==> src/shared/flash_status_pkg.sv <==
package flash_status_pkg;
  localparam int ADDR_W = 21;
  localparam int DATA_W = 8;
  // Own register byte offsets on APB.
  localparam logic [7:0] OFS_CTRL = 8'h00;
  localparam logic [7:0] OFS_ADDR = 8'h04;
  localparam logic [7:0] OFS_DATA = 8'h08;
  localparam logic [7:0] OFS_STATUS = 8'h0c;
  localparam logic [7:0] OFS_RDATA = 8'h10;
  // Control register fields.
  localparam int CTRL_GO = 0;
  localparam int CTRL_MODE = 1;
  localparam int CTRL_WRITE = 2;
  localparam int CTRL_READ = 3;
  // Status register fields.
  localparam int ST_BUSY = 0;
  localparam int ST_DONE = 1;
  localparam int ST_FAIL = 2;
  localparam int ST_RDY = 3;
  localparam int ST_ETIMER = 4;
  // Data bit positions on the flash data bus.
  localparam int BIT_POLL = 7;
  localparam int BIT_TOG1 = 6;
  localparam int BIT_TLIM = 5;
  localparam int BIT_ETMR = 3;
  localparam int BIT_TOG2 = 2;
  localparam logic [7:0] CMD_RESET = 8'hf0;
  // Bus cycle timing.
  localparam int CLK_MHZ = 250;
  localparam int CYC_NS = 100;
  localparam int CYC_CLKS = (CYC_NS * CLK_MHZ + 999) / 1000;
  localparam int CNT_W = 8;
endpackage

==> src/shared/flash_cyc_if.sv <==
`timescale 1ns/100ps
interface flash_cyc_if;
  import flash_status_pkg::*;
  logic req;
  logic wr;
  logic [ADDR_W-1:0] addr;
  logic [DATA_W-1:0] wdata;
  logic [DATA_W-1:0] rdata;
  logic done;
  modport master (output req, output wr, output addr, output wdata, input rdata, input done);
  modport slave (input req, input wr, input addr, input wdata, output rdata, output done);
endinterface

==> src/logic/flash_bus_cycle.sv <==
`timescale 1ns/100ps
module flash_bus_cycle (
  input wire logic i_clk,
  input wire logic i_arst_n,
  flash_cyc_if.slave cyc,
  output logic o_ce_n,
  output logic o_oe_n,
  output logic o_we_n,
  output logic [flash_status_pkg::ADDR_W-1:0] o_a,
  output logic [flash_status_pkg::DATA_W-1:0] o_dq,
  output logic o_dq_oe,
  input wire logic [flash_status_pkg::DATA_W-1:0] i_dq
);
  import flash_status_pkg::*;
  logic [CNT_W-1:0] cnt_q;
  logic act_q;
  logic [DATA_W-1:0] s1_q, s2_q;
  logic last;
  assign last = act_q && (cnt_q == CNT_W'(CYC_CLKS));
  always_ff @(posedge i_clk or negedge i_arst_n) begin
    if (!i_arst_n) begin
      s1_q <= '0;
      s2_q <= '0;
    end else begin
      s1_q <= i_dq;
      s2_q <= s1_q;
    end
  end
  always_ff @(posedge i_clk or negedge i_arst_n) begin
    if (!i_arst_n) begin
      act_q <= 1'b0;
      cnt_q <= '0;
      o_ce_n <= 1'b1;
      o_oe_n <= 1'b1;
      o_we_n <= 1'b1;
      o_a <= '0;
      o_dq <= '0;
      o_dq_oe <= 1'b0;
      cyc.done <= 1'b0;
      cyc.rdata <= '0;
    end else begin
      cyc.done <= 1'b0;
      if (!act_q && cyc.req) begin
        act_q <= 1'b1;
        cnt_q <= '0;
        o_a <= cyc.addr;
        o_dq <= cyc.wdata;
        o_dq_oe <= cyc.wr;
        o_ce_n <= 1'b0;
        o_oe_n <= cyc.wr;
        o_we_n <= !cyc.wr;
      end else if (last) begin
        // The rising strobe ends the cycle; data was sampled through two stages.
        act_q <= 1'b0;
        o_ce_n <= 1'b1;
        o_oe_n <= 1'b1;
        o_we_n <= 1'b1;
        o_dq_oe <= 1'b0;
        cyc.rdata <= s2_q;
        cyc.done <= 1'b1;
      end else if (act_q) begin
        cnt_q <= cnt_q + 1'b1;
      end
    end
  end
endmodule // flash_bus_cycle

==> src/logic/flash_status_host.sv <==
`timescale 1ns/100ps
module flash_status_host (
  input wire logic I_REF_CLK,
  input wire logic I_ARST_N,
  input wire logic [31:0] I_PADDR,
  input wire logic I_PSEL,
  input wire logic I_PENABLE,
  input wire logic I_PWRITE,
  input wire logic [31:0] I_PWDATA,
  output logic [31:0] O_PRDATA,
  output logic O_PREADY,
  output logic O_PSLVERR,
  output logic O_CE_N,
  output logic O_OE_N,
  output logic O_WE_N,
  output logic [flash_status_pkg::ADDR_W-1:0] O_A,
  output logic [flash_status_pkg::DATA_W-1:0] O_DQ,
  output logic O_DQ_OE,
  input wire logic [flash_status_pkg::DATA_W-1:0] I_DQ,
  input wire logic I_READY_BUSY_OUT
);
  import flash_status_pkg::*;
  typedef enum {S_IDLE, S_WR, S_RD, S_RD1, S_RD2, S_RECHK, S_RST, S_FINAL} state_t;
  state_t st_q;
  flash_cyc_if cyc ();
  logic [ADDR_W-1:0] addr_q;
  logic [DATA_W-1:0] data_q, prev_q, rdat_q;
  logic mode_q, tlim_seen_q, done_q, fail_q, busy_q, etmr_q, req_q, wr_q;
  logic rb1_q, rb2_q;
  logic [ADDR_W-1:0] caddr_q;
  logic [DATA_W-1:0] cdata_q;
  logic acc, wr_ctrl, go, go_wr, go_rd, tog_same, poll_true, tlim, dbad;
  assign acc = I_PSEL && I_PENABLE;
  assign wr_ctrl = acc && I_PWRITE && (I_PADDR[7:0] == OFS_CTRL);
  assign go = wr_ctrl && I_PWDATA[CTRL_GO] && !busy_q;
  assign go_wr = wr_ctrl && I_PWDATA[CTRL_WRITE] && !busy_q;
  assign go_rd = wr_ctrl && I_PWDATA[CTRL_READ] && !busy_q;
  assign dbad = (I_PADDR > 32'(OFS_RDATA)) || (I_PADDR[1:0] != 2'b00);
  assign tog_same = cyc.rdata[BIT_TOG1] == prev_q[BIT_TOG1];
  assign poll_true = cyc.rdata[BIT_POLL] == data_q[BIT_POLL];
  assign tlim = cyc.rdata[BIT_TLIM];
  assign cyc.req = req_q;
  assign cyc.wr = wr_q;
  assign cyc.addr = caddr_q;
  assign cyc.wdata = cdata_q;
  flash_bus_cycle u_cyc (
    .i_clk(I_REF_CLK),
    .i_arst_n(I_ARST_N),
    .cyc(cyc),
    .o_ce_n(O_CE_N),
    .o_oe_n(O_OE_N),
    .o_we_n(O_WE_N),
    .o_a(O_A),
    .o_dq(O_DQ),
    .o_dq_oe(O_DQ_OE),
    .i_dq(I_DQ)
  );
  // The open-drain ready line comes from outside the clock domain.
  always_ff @(posedge I_REF_CLK or negedge I_ARST_N) begin
    if (!I_ARST_N) begin
      rb1_q <= 1'b1;
      rb2_q <= 1'b1;
    end else begin
      rb1_q <= I_READY_BUSY_OUT;
      rb2_q <= rb1_q;
    end
  end
  always_ff @(posedge I_REF_CLK or negedge I_ARST_N) begin
    if (!I_ARST_N) begin
      O_PRDATA <= '0;
      O_PREADY <= 1'b0;
      O_PSLVERR <= 1'b0;
      addr_q <= '0;
      data_q <= '0;
    end else begin
      // Ready follows every setup cycle, so each access has exactly one access cycle.
      O_PREADY <= I_PSEL && !I_PENABLE;
      O_PSLVERR <= I_PSEL && !I_PENABLE && dbad;
      // Writes while busy are dropped so a running poll keeps its address and data.
      if (acc && I_PWRITE && I_PADDR[7:0] == OFS_ADDR && !busy_q) begin
        addr_q <= I_PWDATA[ADDR_W-1:0];
      end
      if (acc && I_PWRITE && I_PADDR[7:0] == OFS_DATA && !busy_q) begin
        data_q <= I_PWDATA[DATA_W-1:0];
      end
      case (I_PADDR[7:0])
        OFS_ADDR: O_PRDATA <= 32'(addr_q);
        OFS_DATA: O_PRDATA <= 32'(data_q);
        OFS_CTRL: O_PRDATA <= {31'h0, mode_q} << CTRL_MODE;
        OFS_STATUS: O_PRDATA <= {27'h0, etmr_q, rb2_q, fail_q, done_q, busy_q};
        OFS_RDATA: O_PRDATA <= 32'(rdat_q);
        default: O_PRDATA <= '0;
      endcase
    end
  end
  always_ff @(posedge I_REF_CLK or negedge I_ARST_N) begin
    if (!I_ARST_N) begin
      st_q <= S_IDLE;
      mode_q <= 1'b0;
      busy_q <= 1'b0;
      done_q <= 1'b0;
      fail_q <= 1'b0;
      etmr_q <= 1'b0;
      tlim_seen_q <= 1'b0;
      prev_q <= '0;
      rdat_q <= '0;
      req_q <= 1'b0;
      wr_q <= 1'b0;
      caddr_q <= '0;
      cdata_q <= '0;
    end else begin
      req_q <= 1'b0;
      case (st_q)
        S_IDLE: begin
          if (go_wr || go_rd) begin
            busy_q <= 1'b1;
            req_q <= 1'b1;
            wr_q <= go_wr;
            caddr_q <= addr_q;
            cdata_q <= data_q;
            st_q <= go_wr ? S_WR : S_RD;
          end else if (go) begin
            // Polling starts after software has written the full command.
            mode_q <= I_PWDATA[CTRL_MODE];
            busy_q <= 1'b1;
            done_q <= 1'b0;
            fail_q <= 1'b0;
            tlim_seen_q <= 1'b0;
            req_q <= 1'b1;
            wr_q <= 1'b0;
            caddr_q <= addr_q;
            st_q <= S_RD1;
          end
        end
        // Single cycles let software issue the device's command sequences itself.
        S_WR, S_RD: begin
          if (cyc.done) begin
            rdat_q <= cyc.rdata;
            busy_q <= 1'b0;
            st_q <= S_IDLE;
          end
        end
        S_RD1: begin
          if (cyc.done) begin
            prev_q <= cyc.rdata;
            req_q <= 1'b1;
            st_q <= S_RD2;
          end
        end
        S_RD2: begin
          if (cyc.done) begin
            // Each read becomes the reference for the next, so read pairs overlap.
            etmr_q <= cyc.rdata[BIT_ETMR];
            prev_q <= cyc.rdata;
            req_q <= 1'b1;
            if (mode_q ? tog_same : poll_true) begin
              st_q <= S_FINAL;
            end else if (tlim) begin
              tlim_seen_q <= 1'b1;
              st_q <= S_RECHK;
            end
          end
        end
        S_RECHK: begin
          // The flag and the status bit can switch together, so one more read decides.
          if (cyc.done) begin
            prev_q <= cyc.rdata;
            req_q <= 1'b1;
            if (mode_q ? tog_same : poll_true) begin
              st_q <= S_FINAL;
            end else begin
              fail_q <= 1'b1;
              wr_q <= 1'b1;
              cdata_q <= CMD_RESET;
              st_q <= S_RST;
            end
          end
        end
        S_RST: begin
          if (cyc.done) begin
            wr_q <= 1'b0;
            busy_q <= 1'b0;
            done_q <= 1'b1;
            st_q <= S_IDLE;
          end
        end
        S_FINAL: begin
          if (cyc.done) begin
            rdat_q <= cyc.rdata;
            busy_q <= 1'b0;
            done_q <= 1'b1;
            st_q <= S_IDLE;
          end
        end
        default: st_q <= S_IDLE;
      endcase
    end
  end
endmodule // flash_status_host

==> config.mk <==
export PLATFORM = sky130hd
export DESIGN_NAME = flash_status_host
export DESIGN_NICKNAME = d
export VERILOG_FILES = /design/src/shared/flash_status_pkg.sv /design/src/shared/flash_cyc_if.sv /design/src/logic/flash_bus_cycle.sv /design/src/logic/flash_status_host.sv
export SDC_FILE = /design/constraint.sdc
export NUM_CORES = 1
export LEC_CHECK = 0
export ABC_AREA = 1
export BUFFER_PORTS_ARGS = -buffer_cell sky130_fd_sc_hd__buf_2
export CAP_MARGIN = 40
export CORE_ASPECT_RATIO = 1.1
export CORE_UTILIZATION = 57
export CTS_BUF_LIST = sky130_fd_sc_hd__clkbuf_2
export DETAILED_ROUTE_END_ITERATION = 8
export PLACE_DENSITY_LB_ADDON = 0.08
export SLEW_MARGIN = 15
export SYNTH_ARGS = -nofsm -noshare
export SYNTH_HDL_FRONTEND = slang
export SYNTH_HIERARCHICAL = 1
export SYNTH_SLANG_ARGS = --single-unit
==> constraint.sdc <==
create_clock -name I_REF_CLK -period 1.98 [get_ports I_REF_CLK]
set_input_delay 0.495 -clock I_REF_CLK [delete_from_list [all_inputs] [get_ports I_REF_CLK]]
set_output_delay 0.495 -clock I_REF_CLK [all_outputs]
set_load 0.02 [all_outputs]
== Word level (Yosys, flattened, before mapping) ==
Index checks and enable logic that the tools add are counted.

* $add $sub $neg: 1
* $lt $le $gt $ge: 1
* Eq/ne operators: 27
* Muxes and demuxes: 48
* Bitwise operators: 2
* Reduce and logical (&&, ||, !) cells: 50

{| class="wikitable"
|+ Operators by type and width
! operator !! count
|-
| $mux W32 || 8
|-
| $pmux W32 S5 || 1
|-
| $eq A32 B3 Y1 const B || 4
|-
| $pmux W21 S5 || 1
|-
| $eq A32 B2 Y1 const B || 2
|-
| $mux W8 || 6
|-
| $mux W21 || 2
|-
| $eq A32 B1 Y1 const B || 1
|-
| $gt A32 B5 Y1 const B || 1
|-
| $logic_not A32 Y1 || 1
|-
| $mux W1 || 23
|-
| $logic_and A1 B1 Y1 || 17
|-
| $eq A8 B4 Y1 const B || 2
|-
| $eq A8 B5 Y1 const B || 2
|-
| $pmux W8 S2 || 1
|-
| $reduce_bool A2 Y1 || 7
|-
| $ne A2 B1 Y1 const B || 6
|-
| $reduce_and A2 Y1 || 6
|-
| $ne A2 B2 Y1 const B || 5
|-
| $reduce_and A5 Y1 || 2
|-
| $add A8 B1 Y8 const B || 1
|-
| $eq A8 B3 Y1 const B || 1
|-
| $logic_not A8 Y1 || 1
|-
| $pmux W1 S2 || 4
|-
| 15 further kinds || 24
|}

* Flip-flop bits (word level): 215
* Input bits: 78
* Output and inout bits: 67
* Logic and storage cells: 160

== Depth between registers and ports, before layout ==
* Depth after elaboration: 8
* Gate-level depth with buffers: 11
* Gate-level depth less buffers: 10

== Cells and area by module ==
Netlist, hierarchy kept.

{| class="wikitable"
|+ By module, submodules not included
! module !! times used !! cells each !! area each (um2) !! seq. area each (um2)
|-
| flash_status_host || 1 || 530 || 4571.9 || 2555.0
|-
| flash_bus_cycle || 1 || 266 || 2526.2 || 1680.4
|}

== Worst setup path before layout ==
OpenSTA, ideal clock, no wires.

* Path kind: input port to flip-flop
* Start: in I_PADDR[5]
* End: reg caddr_q[0]
* Arrival time: 1.409 ns
* Setup slack: 0.455 ns
* Stages on the path: 9
* Cells stage by stage: nor2_1 nand2_1 nor2_4 o211ai_4 nand2_2 nand2_4 buf_6 nand2_1 nand2_1

* Cells in the longest elaborated chain, start to end: 7
* Elaborated cells on any way between the ends: 12

{| class="wikitable"
|+ RTL lines
! element !! line !! text
|-
| from (decl) || flash_status_host.sv:5 || <nowiki>input wire logic [31:0] I_PADDR,</nowiki>
|-
| $logic_not A8 Y1 * || flash_status_host.sv:34 || <nowiki>assign wr_ctrl = acc && I_PWRITE && (I_PADDR[7:0] == OFS_CTRL);</nowiki>
|-
| $logic_and A1 B1 Y1 * || flash_status_host.sv:34 ||
|-
| $logic_and A1 B1 Y1 (on tied branches) (2 in series) || flash_status_host.sv:36, flash_status_host.sv:37 ||
|-
| $logic_or A1 B1 Y1 || flash_status_host.sv:115 || <nowiki>if (go_wr || go_rd) begin</nowiki>
|-
| $reduce_bool A2 Y1 (no line) || -- ||
|-
| $reduce_and A2 Y1 (no line) || -- ||
|-
| to (signal assigned) || flash_status_host.sv:119 || <nowiki>caddr_q <= addr_q;</nowiki>
|-
| to (signal assigned) || flash_status_host.sv:131 || <nowiki>caddr_q <= addr_q;</nowiki>
|-
| to (decl) || flash_status_host.sv:30 || <nowiki>logic [ADDR_W-1:0] caddr_q;</nowiki>
|}

Mark *: on every way between the ends. The rest lies on a longest branch, timed or not.
A chain may end at the register's enable or synchronous reset.

== Final worst setup path ==
* Start: reg u_cyc.o_oe_n
* End: out O_OE_N

{| class="wikitable"
|+ RTL lines
! element !! line !! text
|-
| from (decl) || flash_bus_cycle.sv:7 || <nowiki>output logic o_oe_n,</nowiki>
|-
| from (signal assigned) || flash_bus_cycle.sv:50 || <nowiki>o_oe_n <= cyc.wr;</nowiki>
|-
| to (decl) || flash_status_host.sv:14 || <nowiki>output logic O_OE_N,</nowiki>
|}

No word-level cell between the ends.

==> metrics.cfg <==
[status]
outcome = finished, final reports clean

[global_routing]
grt-ovfl-total = 0
grt_pass1_wl_mm = 24.8
grt_max_degree = 62
grt_pass1_vias = 5300
gr-usage-all-layers_pct = 25.2
antenna_found_initial = 0

[timing]
slew_headroom_pct = 56.6
slew_violations = 0
fin_setup_tns_ps = 0
worst_slew_pin_slew_ps = 650
finalCriticalPeriod_ps = 1950
skew_ps = 31.0
hold_viol = 0
max_freq_mhz = 513
period_share_pct = 98.5
setup_violations = 0
rsz0062_at_grt = yes

[clock_tree]
clk_latency_ps = 740
cts.sinks = 169
cts_tree = built
clock-root-buffer = clkbuf_2
clk_pin_slew_ps = 230
htreeDepth = 4
numCtsBuffers = 17
max-clock-path-buffers = 2

[logic_synthesis]
ys_ff_latch = 169
syn_inst = 796
yosysSeqAreaShare_pct = 59.7
netlist_area_sq_um = 7100
syn-mean-instance-area_sq_um = 8.92
yosysUniqueCellTypes = 41
ys_warn_count = 6

[setup_path]
end_kind = primary output
crit_family = flip-flops
crit_start = u_cyc/o_oe_n
cp_num_cells = 1
r2r_cells = 7
arrival_ps = 1450
cp_cell_sequence = buf_6
critPathBufInv = 1
required_ps = 1480
startpoint_type = register
crit_type = register to primary output
r2r-end = caddr_q[16]
rr_startpoint = st_q[1]
slowest_delay_ps = 600
crit_path_max_fanout = 2
reg2reg_slack_ps = 300
cp-endpoint = O_OE_N
crit_path_top_delay_cell = dfstp_2

[drt]
ant_nets = 0
drt-wirelength-per-cell_microns = 13.3
drtIter0Drc = 341
routed_via_density = 4.96
drt_first_pass_iters = 5
wl_mm = 14.9
num_vias = 5562
drc_errors = 0

[placement]
dpl.hpwl_mm = 10.7
io_buffers = 122
gp_congestion = 0.858
dp.cells = 1059
placed_cell_area_sq_um = 7810

[pwr]
power_density_nw_per_um2 = 897
p_leak_uw = 0.00477
vdd_drop_max_uv = 602
power_uw = 7510

[finish]
fin_util_pct = 69.2
fin_area_sq_um = 8370
final_nets = 1035
synthToLayoutAreaGrowth_pct = 17.9
drive_gt1_share_pct = 21.7
fin_cells = 1122
n_antenna_cell = 0

[die]
io_pins = 145
dieArea_sq_um = 12900
die_x_microns = 108
num_rows = 42
start_util_pct = 58.7
die_h_microns = 119
core_sq_um = 12100

[worst_hold_path]
hp-class = primary input to register
hp-start = I_PWDATA[0]

[run]
cap_violations = 0

[power breakdown]
part	total [uW]	internal (uW)	switching, uW
clock network	1750	598	1150
registers	4130	3850	278
logic	1630	606	1020
total	7510	5050	2450
[per-layer routing]
metal / wire [microns] / vias up / track usage (%) / share of wire [%]
li1: - / 2786 / - / -
met1: 6860 / 2584 / 34.8 / 46
met2: 6960 / 162 / 37.9 / 47
met3: 679 / 30 / 5.91 / 4.6
met4: 384 / 0 / 11.2 / 2.6
met5: 0 / - / 0 / 0
[Yosys cell counts]
cell | n | area, sq um
nand3_1 | 57 | 285
inv_2 | 5 | 18.8
nand2_1 | 296 | 1110
buf_2 | 12 | 60.1
o211ai_2 | 1 | 12.5
o21bai_1 | 1 | 7.51
nor2_4 | 3 | 33.8
buf_4 | 14 | 105
clkbuf_1 | 3 | 11.3
o21ai_0 | 23 | 115
a21oi_1 | 18 | 90.1
nor4_1 | 1 | 6.26
nand3b_1 | 5 | 37.5
nand2_2 | 9 | 56.3
o211ai_1 | 3 | 22.5
o21ai_1 | 7 | 35.0
clkinv_2 | 1 | 5.00
buf_6 | 7 | 78.8
o22ai_1 | 1 | 6.26
conb_1 | 1 | 3.75
a21oi_2 | 2 | 17.5
nor3b_1 | 1 | 7.51
or2_2 | 2 | 12.5
inv_4 | 1 | 6.26
nand3_2 | 2 | 20.0
nor3_1 | 4 | 20.0
xor2_1 | 2 | 17.5
dfstp_2 | 5 | 131
clkinv_1 | 1 | 3.75
o21ai_2 | 1 | 8.76
nand4_1 | 7 | 43.8
nor2_8 | 1 | 20.0
nand2_4 | 3 | 33.8
o211ai_4 | 1 | 21.3
dfrtp_1 | 164 | 4100
inv_1 | 61 | 229
nor2_1 | 62 | 233
nor2_2 | 4 | 25.0
ha_1 | 2 | 25.0
a31o_2 | 1 | 8.76
a21boi_0 | 1 | 7.51
[registers in the layout, summed over array words and instances (netlist names), 21 cells and up]
register,cells
addr_q,21
u_cyc/o_a,21
O_PRDATA,21
caddr_q,21
[per-stage QoR]
step / setup WS (ps) / hold WS [ps]
3_3_place_gp: 199 / 332
2_1_floorplan: 455 / 199
6_report: 30.3 / 66.9
3_5_place_dp: 147 / 336
4_1_cts: -54.2 / 10.3
5_1_grt: -96.8 / 29.0
[repair_timing]
item,CTS,global route
buffers inserted,1,0
endpoints found under the setup margin,3,3
endpoints found under the hold margin,198,0
gates resized for setup,6,0
hold buffers,30,0
gates cloned,0,0
[cell families after synthesis]
| group | after synthesis | synth area share [%] |
|---|---|---|
| other | 1 | 0.0528 |
| buffers and inverters | 105 | 7.30 |
| AND/OR/NAND/NOR | 457 | 27.4 |
| flip-flops | 169 | 59.7 |
| XOR/XNOR | 2 | 0.247 |
| AO/OA/AOI/OAI | 60 | 4.97 |
| adder cells (fa/ha/maj) | 2 | 0.352 |
[cells in the final DEF (no fill, tap or decap), drive strengths merged]
cell	Yosys	routed
nor4	1	1
nor3b	1	1
nand2	308	308
o21ai	31	31
nand3b	5	5
dlygate4sd3	0	30
bufinv	0	2
o21bai	1	1
nand4	7	7
nor3	4	4
buf	33	136
xor2	2	2
a21oi	20	20
a21boi	1	1
o22ai	1	1
inv	67	69
clkbuf	3	21
conb	1	11
o211ai	5	5
ha	2	2
dfstp	5	5
a31o	1	1
nor2	70	70
or2	2	2
clkinv	2	5
nand3	59	59
clkinvlp	0	4
dfrtp	164	164
[worst min path at each step]
stage                          to  slack [ps]  cells after the start
global placement    u_cyc/s2_q[6]         330                      0
floorplan             O_PRDATA[0]         200                      0
CTS                     addr_q[0]          10                      3
finish                  data_q[0]          70                      3
detailed placement  u_cyc/s2_q[7]         340                      0
global route            data_q[3]          30                      3
[final cells by class]
cell class,count,area (sq um)
Timing Repair Buffer,166,1070
Sequential cell,169,4240
Tap cell,154,193
Multi-Input combinational cell,532,2380
Clock inverter,11,123
Clock buffer,21,105
Inverter,69,263
Fill cell,970,3720
Note: power is estimated with default switching activity, not from simulation.
